## src/verilog/core_event_regs.svh

```systemverilog
`ifndef CORE_EVENT_REGS_SVH
`define CORE_EVENT_REGS_SVH

// ----------------------------------------------------------------------------
// Register offsets (byte addresses on the register bus)
// ----------------------------------------------------------------------------
`define OFS_EVENT_LATCH      8'h00
`define OFS_EVENT_MASK       8'h04
`define OFS_EVENT_PENDING    8'h08
`define OFS_INT_RETURN       8'h0C
`define OFS_EXC_RETURN       8'h10
`define OFS_NMI_RETURN       8'h14
`define OFS_EMU_RETURN       8'h18
`define OFS_SAVED_MASK       8'h1C
`define OFS_VECTOR_BASE      8'h40

// ----------------------------------------------------------------------------
// Event numbering and field positions
// ----------------------------------------------------------------------------
`define NUM_EVENTS           16
`define EVT_EMULATION        4'h0
`define EVT_RESET            4'h1
`define EVT_NMI              4'h2
`define EVT_EXCEPTION        4'h3
`define BIT_GLOBAL_DISABLE   4
`define FIRST_MASKABLE       5
`define NO_LEVEL             5'h10

// ----------------------------------------------------------------------------
// Reset values and fixed fields
// ----------------------------------------------------------------------------
`define RST_EVENT_LATCH      16'h0000
`define RST_EVENT_PENDING    16'h0000
`define RST_EVENT_MASK       16'h0000
`define MASK_FIXED_ONES      16'h001F
`define MASK_GLOBAL_CLEAR    16'h001F
`define RST_WORD             32'h0000_0000

`endif

```

## src/verilog/core_event_pkg.sv

```systemverilog
package core_event_pkg;

    // Processor mode after an event is taken or returned from.
    typedef enum logic [2:0] {
        MODE_USER       = 3'b001,
        MODE_SUPERVISOR = 3'b010,
        MODE_EMULATION  = 3'b100
    } mode_t;

    // Entry sequence states, one cycle each except ST_IDLE, which waits for a winner.
    typedef enum logic [3:0] {
        ST_IDLE  = 4'b0001,
        ST_PRIO  = 4'b0010,
        ST_KILL  = 4'b0100,
        ST_ISSUE = 4'b1000
    } seq_state_t;

    // Abort commands to the pipeline.
    typedef struct packed {
        logic younger;   // Kill everything younger than the execute stage.
        logic current;   // Kill the excepting instruction itself.
        logic ex1;       // Kill the instruction in the first execute stage.
    } kill_t;

    // Stage reports from the pipeline, one-cycle pulses.
    typedef struct packed {
        logic push_ret_df2;    // Push of the interrupt return reg in stage two.
        logic pop_ret_df2;     // Pop of the interrupt return reg in stage two.
        logic rti_df1;         // Interrupt return in first data-fetch stage.
        logic rti_wb;          // Interrupt return in writeback stage.
        logic ex1_rti_or_cli;  // Execute stage one holds return or disable.
        logic cli_exec;        // Global disable instruction executes.
    } pipe_status_t;

endpackage : core_event_pkg

```

## src/verilog/core_event_ctrl.sv

```systemverilog
// Design decisions made here: the Wishbone interface to the registers and the address map.
`include "core_event_regs.svh"
`timescale 1ns/1ps
`default_nettype none

module core_event_ctrl
    import core_event_pkg::*;
(
    // Clock and reset
    input  wire logic         clk_i,
    input  wire logic         rst_i,
    // Wishbone register slave
    input  wire logic         wb_cyc_i,
    input  wire logic         wb_stb_i,
    input  wire logic         wb_we_i,
    input  wire logic [7:0]   wb_adr_i,
    input  wire logic [3:0]   wb_sel_i,
    input  wire logic [31:0]  wb_dat_i,
    output logic      [31:0]  wb_dat_o,
    output logic              wb_ack_o,
    // Event sources
    input  wire logic [15:0]  irq_i,
    input  wire logic         exc_req_i,
    input  wire logic         exc_error_i,
    input  wire logic         emu_req_i,
    input  wire logic         force_valid_i,
    input  wire logic [3:0]   force_num_i,
    // Pipeline side
    input  wire pipe_status_t pipe_i,
    input  wire logic [31:0]  ret_addr_i,
    output logic              fetch_redirect_o,
    output logic      [31:0]  fetch_addr_o,
    output kill_t             kill_o,
    output mode_t             mode_o,
    output logic      [15:0]  event_pending_o,
    output logic      [15:0]  saved_mask_o
);

    // ------------------------------------------------------------------------
    // Input synchronisers and edge detection
    // ------------------------------------------------------------------------
    logic [15:0] sync1_reg;
    logic [15:0] sync2_reg;
    logic [15:0] sync3_reg;
    logic [15:0] irq_edge;

    // Pins are asynchronous; the first stage feeds only the second.
    always_ff @(posedge clk_i) begin
        if (rst_i) begin
            sync1_reg <= 16'h0000;
            sync2_reg <= 16'h0000;
            sync3_reg <= 16'h0000;
        end else begin
            sync1_reg <= irq_i;
            sync2_reg <= sync1_reg;
            sync3_reg <= sync2_reg;
        end
    end

    assign irq_edge = sync2_reg & ~sync3_reg;

    // ------------------------------------------------------------------------
    // State registers
    // ------------------------------------------------------------------------
    logic [15:0] event_latch_reg,  event_latch_next;
    logic [15:0] event_mask_reg,   event_mask_next;
    logic [15:0] event_pending_reg, event_pending_next;
    logic [15:0] saved_mask_reg,   saved_mask_next;
    logic [31:0] int_ret_reg,      int_ret_next;
    logic [31:0] exc_ret_reg,      exc_ret_next;
    logic [31:0] nmi_ret_reg,      nmi_ret_next;
    logic [31:0] emu_ret_reg,      emu_ret_next;
    logic [31:0] vector_table [0:15];
    logic [31:0] vec_wdata;
    logic        vec_we;
    logic [3:0]  vec_idx;
    seq_state_t  state_reg,        state_next;
    logic [3:0]  winner_reg,       winner_next;
    logic        exc_error_reg,    exc_error_next;
    logic        redirect_reg,     redirect_next;
    logic [31:0] fetch_addr_reg,   fetch_addr_next;
    kill_t       kill_reg,         kill_next;
    mode_t       mode_reg,         mode_next;
    logic        ack_reg,          ack_next;
    logic [31:0] rdata_reg,        rdata_next;

    // ------------------------------------------------------------------------
    // Helper functions
    // ------------------------------------------------------------------------
    // Lowest set bit, ignoring the global disable bit; NO_LEVEL if none.
    function automatic logic [4:0] lowest_level(input logic [15:0] v);
        logic [4:0] r;
        r = `NO_LEVEL;
        for (int i = `NUM_EVENTS - 1; i >= 0; i--) begin
            if (v[i] && i != `BIT_GLOBAL_DISABLE) begin
                r = 5'(i);
            end
        end
        return r;
    endfunction

    // Byte-lane merge of a bus write into a word.
    function automatic logic [31:0] merge(input logic [31:0] old,
                                          input logic [31:0] wr,
                                          input logic [3:0]  sel);
        logic [31:0] r;
        r = old;
        for (int b = 0; b < 4; b++) begin
            if (sel[b]) begin
                r[b*8 +: 8] = wr[b*8 +: 8];
            end
        end
        return r;
    endfunction

    // Mode implied by the pending set: emulation, supervisor or user.
    function automatic mode_t mode_of(input logic [15:0] p);
        mode_t m;
        m = MODE_USER;
        if (p[`EVT_EMULATION]) begin
            m = MODE_EMULATION;
        end else if (lowest_level(p) != `NO_LEVEL) begin
            m = MODE_SUPERVISOR;
        end
        return m;
    endfunction

    // ------------------------------------------------------------------------
    // Bus decode
    // ------------------------------------------------------------------------
    logic        bus_req;
    logic        bus_wr;
    logic [31:0] sel_mask;
    logic [31:0] wr_merged_lo;

    // Ack is high for one cycle, then drops even if the master holds on.
    assign bus_req  = wb_cyc_i & wb_stb_i & ~ack_reg;
    assign bus_wr   = bus_req & wb_we_i;
    assign sel_mask = {{8{wb_sel_i[3]}}, {8{wb_sel_i[2]}},
                       {8{wb_sel_i[1]}}, {8{wb_sel_i[0]}}};
    assign wr_merged_lo = wb_dat_i & sel_mask;
    assign vec_idx  = wb_adr_i[5:2];
    assign vec_we   = bus_wr && (wb_adr_i[7:6] == `OFS_VECTOR_BASE >> 6);
    assign vec_wdata = merge(vector_table[vec_idx], wb_dat_i, wb_sel_i);

    // ------------------------------------------------------------------------
    // Qualification and priority
    // ------------------------------------------------------------------------
    logic [15:0] eff_mask;
    logic [15:0] level_ok;
    logic [15:0] qualify;
    logic [4:0]  cur_level;
    logic [4:0]  pick;

    assign cur_level = lowest_level(event_pending_reg);
    // Low events are never maskable by software.
    assign eff_mask  = event_mask_reg | `MASK_FIXED_ONES;

    always_comb begin
        for (int i = 0; i < `NUM_EVENTS; i++) begin
            level_ok[i] = (5'(i) < cur_level) && (i != `BIT_GLOBAL_DISABLE)
                && !(event_pending_reg[`BIT_GLOBAL_DISABLE]
                     && i >= `FIRST_MASKABLE);
        end
    end

    assign qualify = event_latch_reg & eff_mask & level_ok;
    assign pick    = lowest_level(qualify);

    // ------------------------------------------------------------------------
    // Next-state logic for the event machine and registers
    // ------------------------------------------------------------------------
    always_comb begin
        logic [15:0] sets;
        logic [15:0] clears;
        logic [4:0]  top;
        sets               = 16'h0000;
        clears             = 16'h0000;
        top                = `NO_LEVEL;
        state_next         = state_reg;
        winner_next        = winner_reg;
        exc_error_next     = exc_error_reg;
        redirect_next      = 1'b0;
        fetch_addr_next    = fetch_addr_reg;
        kill_next          = '0;
        event_mask_next    = event_mask_reg;
        event_pending_next = event_pending_reg;
        saved_mask_next    = saved_mask_reg;
        int_ret_next       = int_ret_reg;
        exc_ret_next       = exc_ret_reg;
        nmi_ret_next       = nmi_ret_reg;
        emu_ret_next       = emu_ret_reg;

        sets = irq_edge;
        if (force_valid_i && force_num_i != `EVT_EMULATION
                && force_num_i != `EVT_EXCEPTION) begin
            sets[force_num_i] = 1'b1;
        end
        if (exc_req_i) begin
            sets[`EVT_EXCEPTION] = 1'b1;
            exc_error_next       = exc_error_i;
        end
        if (emu_req_i) begin
            sets[`EVT_EMULATION] = 1'b1;
        end
        if (bus_wr && wb_adr_i == `OFS_EVENT_LATCH) begin
            clears = wr_merged_lo[15:0];
        end

        // Bus writes to the mask and return registers.
        if (bus_wr) begin
            unique case (wb_adr_i)
                `OFS_EVENT_MASK: begin
                    // Only the low half exists; the cast drops the rest.
                    event_mask_next = 16'(merge({16'h0000, event_mask_reg},
                                                wb_dat_i, wb_sel_i));
                end
                `OFS_INT_RETURN: int_ret_next =
                    merge(int_ret_reg, wb_dat_i, wb_sel_i);
                `OFS_EXC_RETURN: exc_ret_next =
                    merge(exc_ret_reg, wb_dat_i, wb_sel_i);
                `OFS_NMI_RETURN: nmi_ret_next =
                    merge(nmi_ret_reg, wb_dat_i, wb_sel_i);
                `OFS_EMU_RETURN: emu_ret_next =
                    merge(emu_ret_reg, wb_dat_i, wb_sel_i);
                default: begin
                end
            endcase
        end

        if (pipe_i.cli_exec) begin
            saved_mask_next = event_mask_reg;
            event_mask_next = event_mask_next & `MASK_GLOBAL_CLEAR;
        end

        if (pipe_i.rti_df1) begin
            redirect_next   = 1'b1;
            fetch_addr_next = int_ret_reg;
        end

        if (pipe_i.push_ret_df2) begin
            event_pending_next[`BIT_GLOBAL_DISABLE] = 1'b0;
        end
        if (pipe_i.pop_ret_df2) begin
            event_pending_next[`BIT_GLOBAL_DISABLE] = 1'b1;
        end
        if (pipe_i.rti_wb) begin
            top = lowest_level(event_pending_reg);
            if (top != `NO_LEVEL) begin
                event_pending_next[top[3:0]] = 1'b0;
            end
            event_pending_next[`BIT_GLOBAL_DISABLE] = 1'b0;
        end

        unique case (state_reg)
            ST_IDLE: begin
                if (pick != `NO_LEVEL) begin
                    winner_next = pick[3:0];
                    state_next  = ST_PRIO;
                end
            end
            ST_PRIO: begin
                kill_next.younger = 1'b1;
                if (winner_reg == `EVT_EXCEPTION) begin
                    // exception kind sets the kill point
                    kill_next.current = exc_error_reg;
                end else begin
                    kill_next.ex1 = pipe_i.ex1_rti_or_cli;
                end
                state_next = ST_KILL;
            end
            ST_KILL: begin
                fetch_addr_next = vector_table[winner_reg];
                redirect_next   = 1'b1;
                clears[winner_reg]            = 1'b1;
                event_pending_next[winner_reg] = 1'b1;
                event_pending_next[`BIT_GLOBAL_DISABLE] = 1'b1;
                unique case (winner_reg)
                    `EVT_EMULATION: emu_ret_next = ret_addr_i;
                    `EVT_NMI:       nmi_ret_next = ret_addr_i;
                    `EVT_EXCEPTION: exc_ret_next = ret_addr_i;
                    default:        int_ret_next = ret_addr_i;
                endcase
                state_next = ST_ISSUE;
            end
            ST_ISSUE: begin
                state_next = ST_IDLE;
            end
            default: begin
                state_next = ST_IDLE;
            end
        endcase

        // a new edge wins over the clear
        event_latch_next = (event_latch_reg & ~clears) | sets;
        // mode follows what is in service
        mode_next = mode_of(event_pending_next);
    end

    // Registering of the event machine.
    always_ff @(posedge clk_i) begin
        if (rst_i) begin
            event_latch_reg   <= `RST_EVENT_LATCH;
            event_mask_reg    <= `RST_EVENT_MASK;
            event_pending_reg <= `RST_EVENT_PENDING;
            saved_mask_reg    <= `RST_EVENT_MASK;
            int_ret_reg       <= `RST_WORD;
            exc_ret_reg       <= `RST_WORD;
            nmi_ret_reg       <= `RST_WORD;
            emu_ret_reg       <= `RST_WORD;
            state_reg         <= ST_IDLE;
            winner_reg        <= 4'h0;
            exc_error_reg     <= 1'b0;
            redirect_reg      <= 1'b0;
            fetch_addr_reg    <= `RST_WORD;
            kill_reg          <= '0;
            mode_reg          <= MODE_SUPERVISOR;
        end else begin
            event_latch_reg   <= event_latch_next;
            event_mask_reg    <= event_mask_next;
            event_pending_reg <= event_pending_next;
            saved_mask_reg    <= saved_mask_next;
            int_ret_reg       <= int_ret_next;
            exc_ret_reg       <= exc_ret_next;
            nmi_ret_reg       <= nmi_ret_next;
            emu_ret_reg       <= emu_ret_next;
            state_reg         <= state_next;
            winner_reg        <= winner_next;
            exc_error_reg     <= exc_error_next;
            redirect_reg      <= redirect_next;
            fetch_addr_reg    <= fetch_addr_next;
            kill_reg          <= kill_next;
            mode_reg          <= mode_next;
        end
    end

    // The vector table is plain storage with no reset, so it maps to RAM.
    always_ff @(posedge clk_i) begin
        if (vec_we) begin
            vector_table[vec_idx] <= vec_wdata;
        end
    end

    // ------------------------------------------------------------------------
    // Bus read path
    // ------------------------------------------------------------------------
    // Unmapped addresses still ack and read as zero.
    always_comb begin
        ack_next   = bus_req;
        rdata_next = 32'h0000_0000;
        if (bus_req && !wb_we_i) begin
            if (wb_adr_i[7:6] == `OFS_VECTOR_BASE >> 6) begin
                rdata_next = vector_table[vec_idx];
            end else begin
                unique case (wb_adr_i)
                    `OFS_EVENT_LATCH:   rdata_next = {16'h0000, event_latch_reg};
                    `OFS_EVENT_MASK:    rdata_next = {16'h0000, eff_mask};
                    `OFS_EVENT_PENDING: rdata_next = {16'h0000,
                                                      event_pending_reg};
                    `OFS_INT_RETURN:    rdata_next = int_ret_reg;
                    `OFS_EXC_RETURN:    rdata_next = exc_ret_reg;
                    `OFS_NMI_RETURN:    rdata_next = nmi_ret_reg;
                    `OFS_EMU_RETURN:    rdata_next = emu_ret_reg;
                    `OFS_SAVED_MASK:    rdata_next = {16'h0000, saved_mask_reg};
                    default:            rdata_next = 32'h0000_0000;
                endcase
            end
        end
    end

    // Registering of the bus answer.
    always_ff @(posedge clk_i) begin
        if (rst_i) begin
            ack_reg   <= 1'b0;
            rdata_reg <= 32'h0000_0000;
        end else begin
            ack_reg   <= ack_next;
            rdata_reg <= rdata_next;
        end
    end

    // ------------------------------------------------------------------------
    // Outputs, all straight from flip-flops
    // ------------------------------------------------------------------------
    // pending shows at least three cycles after the edge
    assign event_pending_o  = event_pending_reg;
    assign wb_ack_o         = ack_reg;
    assign wb_dat_o         = rdata_reg;
    assign fetch_redirect_o = redirect_reg;
    assign fetch_addr_o     = fetch_addr_reg;
    assign kill_o           = kill_reg;
    assign mode_o           = mode_reg;
    assign saved_mask_o     = saved_mask_reg;

endmodule : core_event_ctrl

`default_nettype wire

```

## config.mk

```make
export PLATFORM = sky130hd
export DESIGN_NAME = core_event_ctrl
export DESIGN_NICKNAME = d
export VERILOG_FILES = /design/src/verilog/core_event_pkg.sv /design/src/verilog/core_event_ctrl.sv
export VERILOG_INCLUDE_DIRS = /design/src /design/src/verilog
export SDC_FILE = /design/constraint.sdc
export NUM_CORES = 1
export LEC_CHECK = 0
export BUFFER_PORTS_ARGS = -buffer_cell sky130_fd_sc_hd__clkbuf_2
export CAP_MARGIN = 20
export CORE_MARGIN = 2
export CORE_UTILIZATION = 35
export CTS_CLUSTER_DIAMETER = 50
export DETAILED_ROUTE_END_ITERATION = 7
export MAX_ROUTING_LAYER = met4
export PLACE_DENSITY = 0.56
export SLEW_MARGIN = 40
export SYNTH_ARGS = -nofsm -noshare
export SYNTH_HDL_FRONTEND = slang
export SYNTH_SLANG_ARGS = --single-unit
export TNS_END_PERCENT = 50
```

## constraint.sdc

```tcl
create_clock -name clk_i -period 5.64 [get_ports clk_i]
set_input_delay 0.846 -clock clk_i [delete_from_list [all_inputs] [get_ports clk_i]]
set_output_delay 0.846 -clock clk_i [all_outputs]
set_load 0.05 [all_outputs]
```

# Yosys cells after proc, flatten, opt, wreduce, memory -nomap -nowiden
# Memory sizes are Yosys's and may differ from the RTL's. A register that Yosys moved wholly into a read port is not among the register bits.
# Index checks and enable logic that the tools add are counted.
# op_classes
n_lt_le_gt_ge	21
n_eq_ne	18
mux	119
bitwise	20
n_reduce_logical	34
# ops
op	count
$mux 32	19
$pmux 32 s8	1
$mux 5	46
$mux 8	22
$mux 16	8
$and 16x16->16	6
$or 16x16->16	4
$not 16->16	3
$lt 4x5->1 const A	8
$eq 8x5->1 const B	4
$logic_and 1x1->1	19
$eq 8x4->1 const B	2
$lt 3x5->1 const A	3
$lt 4x5->1 const B	3
$ne 5x5->1 const B	3
$mux 1	13
$demux 1 s4	3
$eq 4x2->1 const B	3
$ge 4x1->1 const B	3
$mux 4	3
$pmux 4 s3	1
$lt 1x5->1 const A	2
$lt 2x5->1 const A	2
$reduce_or 3->1	3
18 further kinds	28
# totals
register_bits	321
mem_bits_rw	512
input_bits	111
output_inout_bits	104
n_memories	1
# mem_list
memory	depth	width	read_ports	rd_clocked_by_memory_dff	write_ports	line	text
vector_table	16	32	2	1	1	core_event_ctrl.sv:73	logic [31:0] vector_table [0:15];

# Logic depth before layout (Yosys ltp)
# logic_depth
depth_word	44
mapped_depth	10

# Least setup slack after synthesis
# Ideal clock, no wire load.
# synth_path
path_type	input-to-reg
from	in wb_adr_i[2]
to	mem vector_table[1][0], enable pin
setup_time_ps	461
t_arrival_ps	3948
required_time_ps	5179
path_slack_ps	1231
cell_stages	5
path_cell_list	clkbuf_1 -> clkbuf_1 -> nor2b_1 -> nand2_1 -> nor3_1
# synth_rtl
element	line	text
start, declared	core_event_ctrl.sv:16	input wire logic [7:0] wb_adr_i,
end, declared	core_event_ctrl.sv:73	
# Straight into the memory's write port.

==> out/metrics.cfg <==
[timing]
final_min_period_over_clock_period=0.6356
worst-slew-pin-transition_ns=0.8997
period_minus_slack_ns=3.585
tns_ns=0
fmax_mhz=279.0
setup_viol=0
rsz_0062_raised_after_global_routing=false
slew_violations=0
final_hold_viols=0
maxSlewHeadroom=0.4002
timing.clock.skew_ns=0.03118

[clocking]
tritoncts.num_buffers=101
cts_buffer_depth=3
clk_latency_ns=0.67
post_cts_clock_slew_at_the_launch_and_capture_registers_of_the_worst_setup_and_hold_paths_ns=0.06
cts.sink_count=836
cts_tree=built
cts-resized-gates=0
cts.root.buffer_cell=clkbuf_16
ctsHtreeMaxLevel=3
postCtsSetupRepairBufs=0
hold_buf_count_cts=0

[cells_and_area]
finalNetCount=2864
finish.cell_count_without_fillers=4246
area_growth_pct=17.42
proportion_of_layout_cells_with_a_drive_suffix_above_1=0.3053
largest_register_ffs=512
register_ranked_first_by_flip_flop_count=vector_table

[power]
leakage_nw=14.25
internal-power_mw=11.03
irDropWorstVdd_v=0.0002279
power_density_nw_per_um2=325.3
net-switching-power_mw=3.384
clock_power_share=0.465
power_frac_seq=0.461
swShare=0.2347
power_frac_comb=0.075

[synth]
synth.most_common_cell=edfxtp_1
synth_sequential_area_ratio=0.5793
yosys_most_used_dff=edfxtp_1
ys_seq_elements=836
synth_top_cells_by_area=edfxtp_1, mux4_2, dfxtp_1
synth.avg_cell_area_um2=14.78
yosys.cell_types.count=70
synth_largest_area_cell=edfxtp_1
synth-async-reset-ratio=0
number_of_flops_mapped_to_enable_cells_by_yosys=512
yosys_warnings=0
syn-num-nets=2664
synth_top_area_share=0.4074
mappedNetlistArea_um2=37740
synthesis.instances=2553
top_cells_by_instance_count_after_synthesis=edfxtp_1, dfxtp_1, mux4_2

[routing]
drt_iter0_markers=2733
antenna_violation_net_count_after_detailed_routing=0
vias_per_cell=6.065
detail_route.wl_per_cell_um=30.42
vias=25750
post-route-drc-count=0
count_of_tritonroute_iterations_in_the_first_routing_pass=6
drt-total-wl_um=129200

[setup_path]
reg2regPathDepth=8
worst_setup_path_end_kind=flop
path_max_fanout=11
timing.setup.critical_path_class=reg2reg
crit_required_ns=6.13
critical_path.startpoint_type=flop
crit_arrival_ns=4.08

[min_path]
hold_class=in2reg
hold_depth=2

[global_route]
grt_remaining_overflow=0
grt_max_degree=106
antenna_found_initial=8
grt_first_pass_wirelength_um=187100
grtUsageTotal=0.2368
grt_pass1_vias=25930

[placed_design]
routabilityCongestion=0.9844
detailedPlacementHpwl_um=84770
post-place-cells=4052
port-buffer-count=214

[die]
coreArea_um2=107100
die-area_um2=110500
die_w_um=332.4
row_count=120
start_util=0.3525
die_height_um=332.4
floorplan.io_pins=215

[flow_run]
cap_viol_max_count=0

[status]
result_of_the_run=complete, no violations

## per-layer routing
| metal | GRT usage | vias up | wire, um | part of all wire |
|---|---|---|---|---|
| met4 | 0.06518 | 0 | 3068 | 0.024 |
| li1 | - | 10650 | - | - |
| met3 | 0.04233 | 197 | 11500 | 0.089 |
| met2 | 0.3726 | 1450 | 61420 | 0.48 |
| met5 | - | - | 0 | 0 |
| met1 | 0.3160 | 13450 | 53200 | 0.41 |
## layout by cell type (no fill, tap or decap), types with 7 or more instances in the layout
cell / Yosys / final
edfxtp_1: 512 / 512
mux4_2: 320 / 320
dfxtp_1: 324 / 320
nor2_1: 292 / 267
clkbuf_2: 0 / 211
mux2i_1: 194 / 194
a211oi_1: 162 / 162
clkbuf_16: 0 / 104
nand2_1: 102 / 100
buf_4: 2 / 53
nor2b_1: 43 / 42
a31oi_1: 42 / 42
a22oi_1: 38 / 38
a221oi_1: 35 / 35
mux2_2: 32 / 32
inv_1: 27 / 27
a21oi_1: 27 / 27
a22o_1: 27 / 27
nor2_4: 4 / 20
nand3_1: 21 / 20
clkbuf_1: 134 / 16
nor3_1: 18 / 12
o22ai_1: 12 / 12
bufinv_16: 0 / 12
clkinv_2: 0 / 11
nand2b_1: 10 / 10
clkinv_4: 0 / 10
inv_6: 0 / 10
nor3_2: 5 / 9
o21ai_0: 9 / 9
nor2_2: 0 / 9
buf_12: 0 / 9
o31ai_1: 8 / 8
a41oi_1: 7 / 7
clkinv_1: 0 / 7
clkinvlp_4: 0 / 7
## kinds of logic (layout without fill, tap and decap cells)
group / after synthesis / after routing / share of synthesized area
DFF: 836 / 836 / 0.5793
and+or+nand+nor: 548 / 548 / 0.06624
muxes: 546 / 546 / 0.2520
AOI/OAI and AO/OA: 409 / 409 / 0.08036
buffers and inverters: 214 / 498 / 0.02218
other: 0 / 6 / 0
## through the flow
step                total power [mW]    util  setup slack [ns]  hold slack (ns)  cell area [um2]
floorplan                      7.440       -             1.231           0.4138            37740
global placement               7.805  0.3786             1.670           0.4236            40530
detailed placement             7.841  0.3812             1.472           0.4220            40810
CTS                            14.50  0.4135             2.126           0.3514            44270
global route                   14.81  0.4139             1.870           0.3712            44310
finish                         14.42  0.4140             2.055           0.3893            44320
## power groups by stage
| stage | sequential, mW | combinational (mW) | clock, mW |
|---|---|---|---|
| 2_1_floorplan | 6.76 | 0.684 | 0 |
| 3_3_place_gp | 6.79 | 1.01 | 0 |
| 3_5_place_dp | 6.77 | 1.07 | 0 |
| 4_1_cts | 6.64 | 1.07 | 6.78 |
| 5_1_grt | 6.64 | 1.14 | 7.03 |
| 6_report | 6.64 | 1.08 | 6.70 |
## worst max-delay path, cell delays in order (launching register included)
cell and delay, ns:
dfxtp_1 0.52, or4_4 0.65, nor3_1 0.41, nand2_1 0.38
o31ai_1 0.52, nand3_1 0.12, o21ai_0 0.21, o31ai_1 0.16
a221oi_1 0.43
## final timing paths
check | from | end | slack, ns
worst max-delay path | event_pending_o[2] | flop | 2.06
worst min-delay path | irq_i[0] | sync1_reg[0] | 0.39
worst max register to register | event_pending_o[2] | flop | 2.06
worst min register to register | sync1_reg[4] | sync2_reg[4] | 0.43
## layout make-up
cell class	count	area [um2]
Fill cell	9577	62740
Clock buffer	125	2711
Timing Repair Buffer	284	1858
Antenna cell	6	15.01
Tap cell	1403	1755
Multi-Input combinational cell	1503	15250
Clock inverter	62	749.5
Inverter	27	101.3
Sequential cell	836	21870
(Power assumes the default switching activity.)
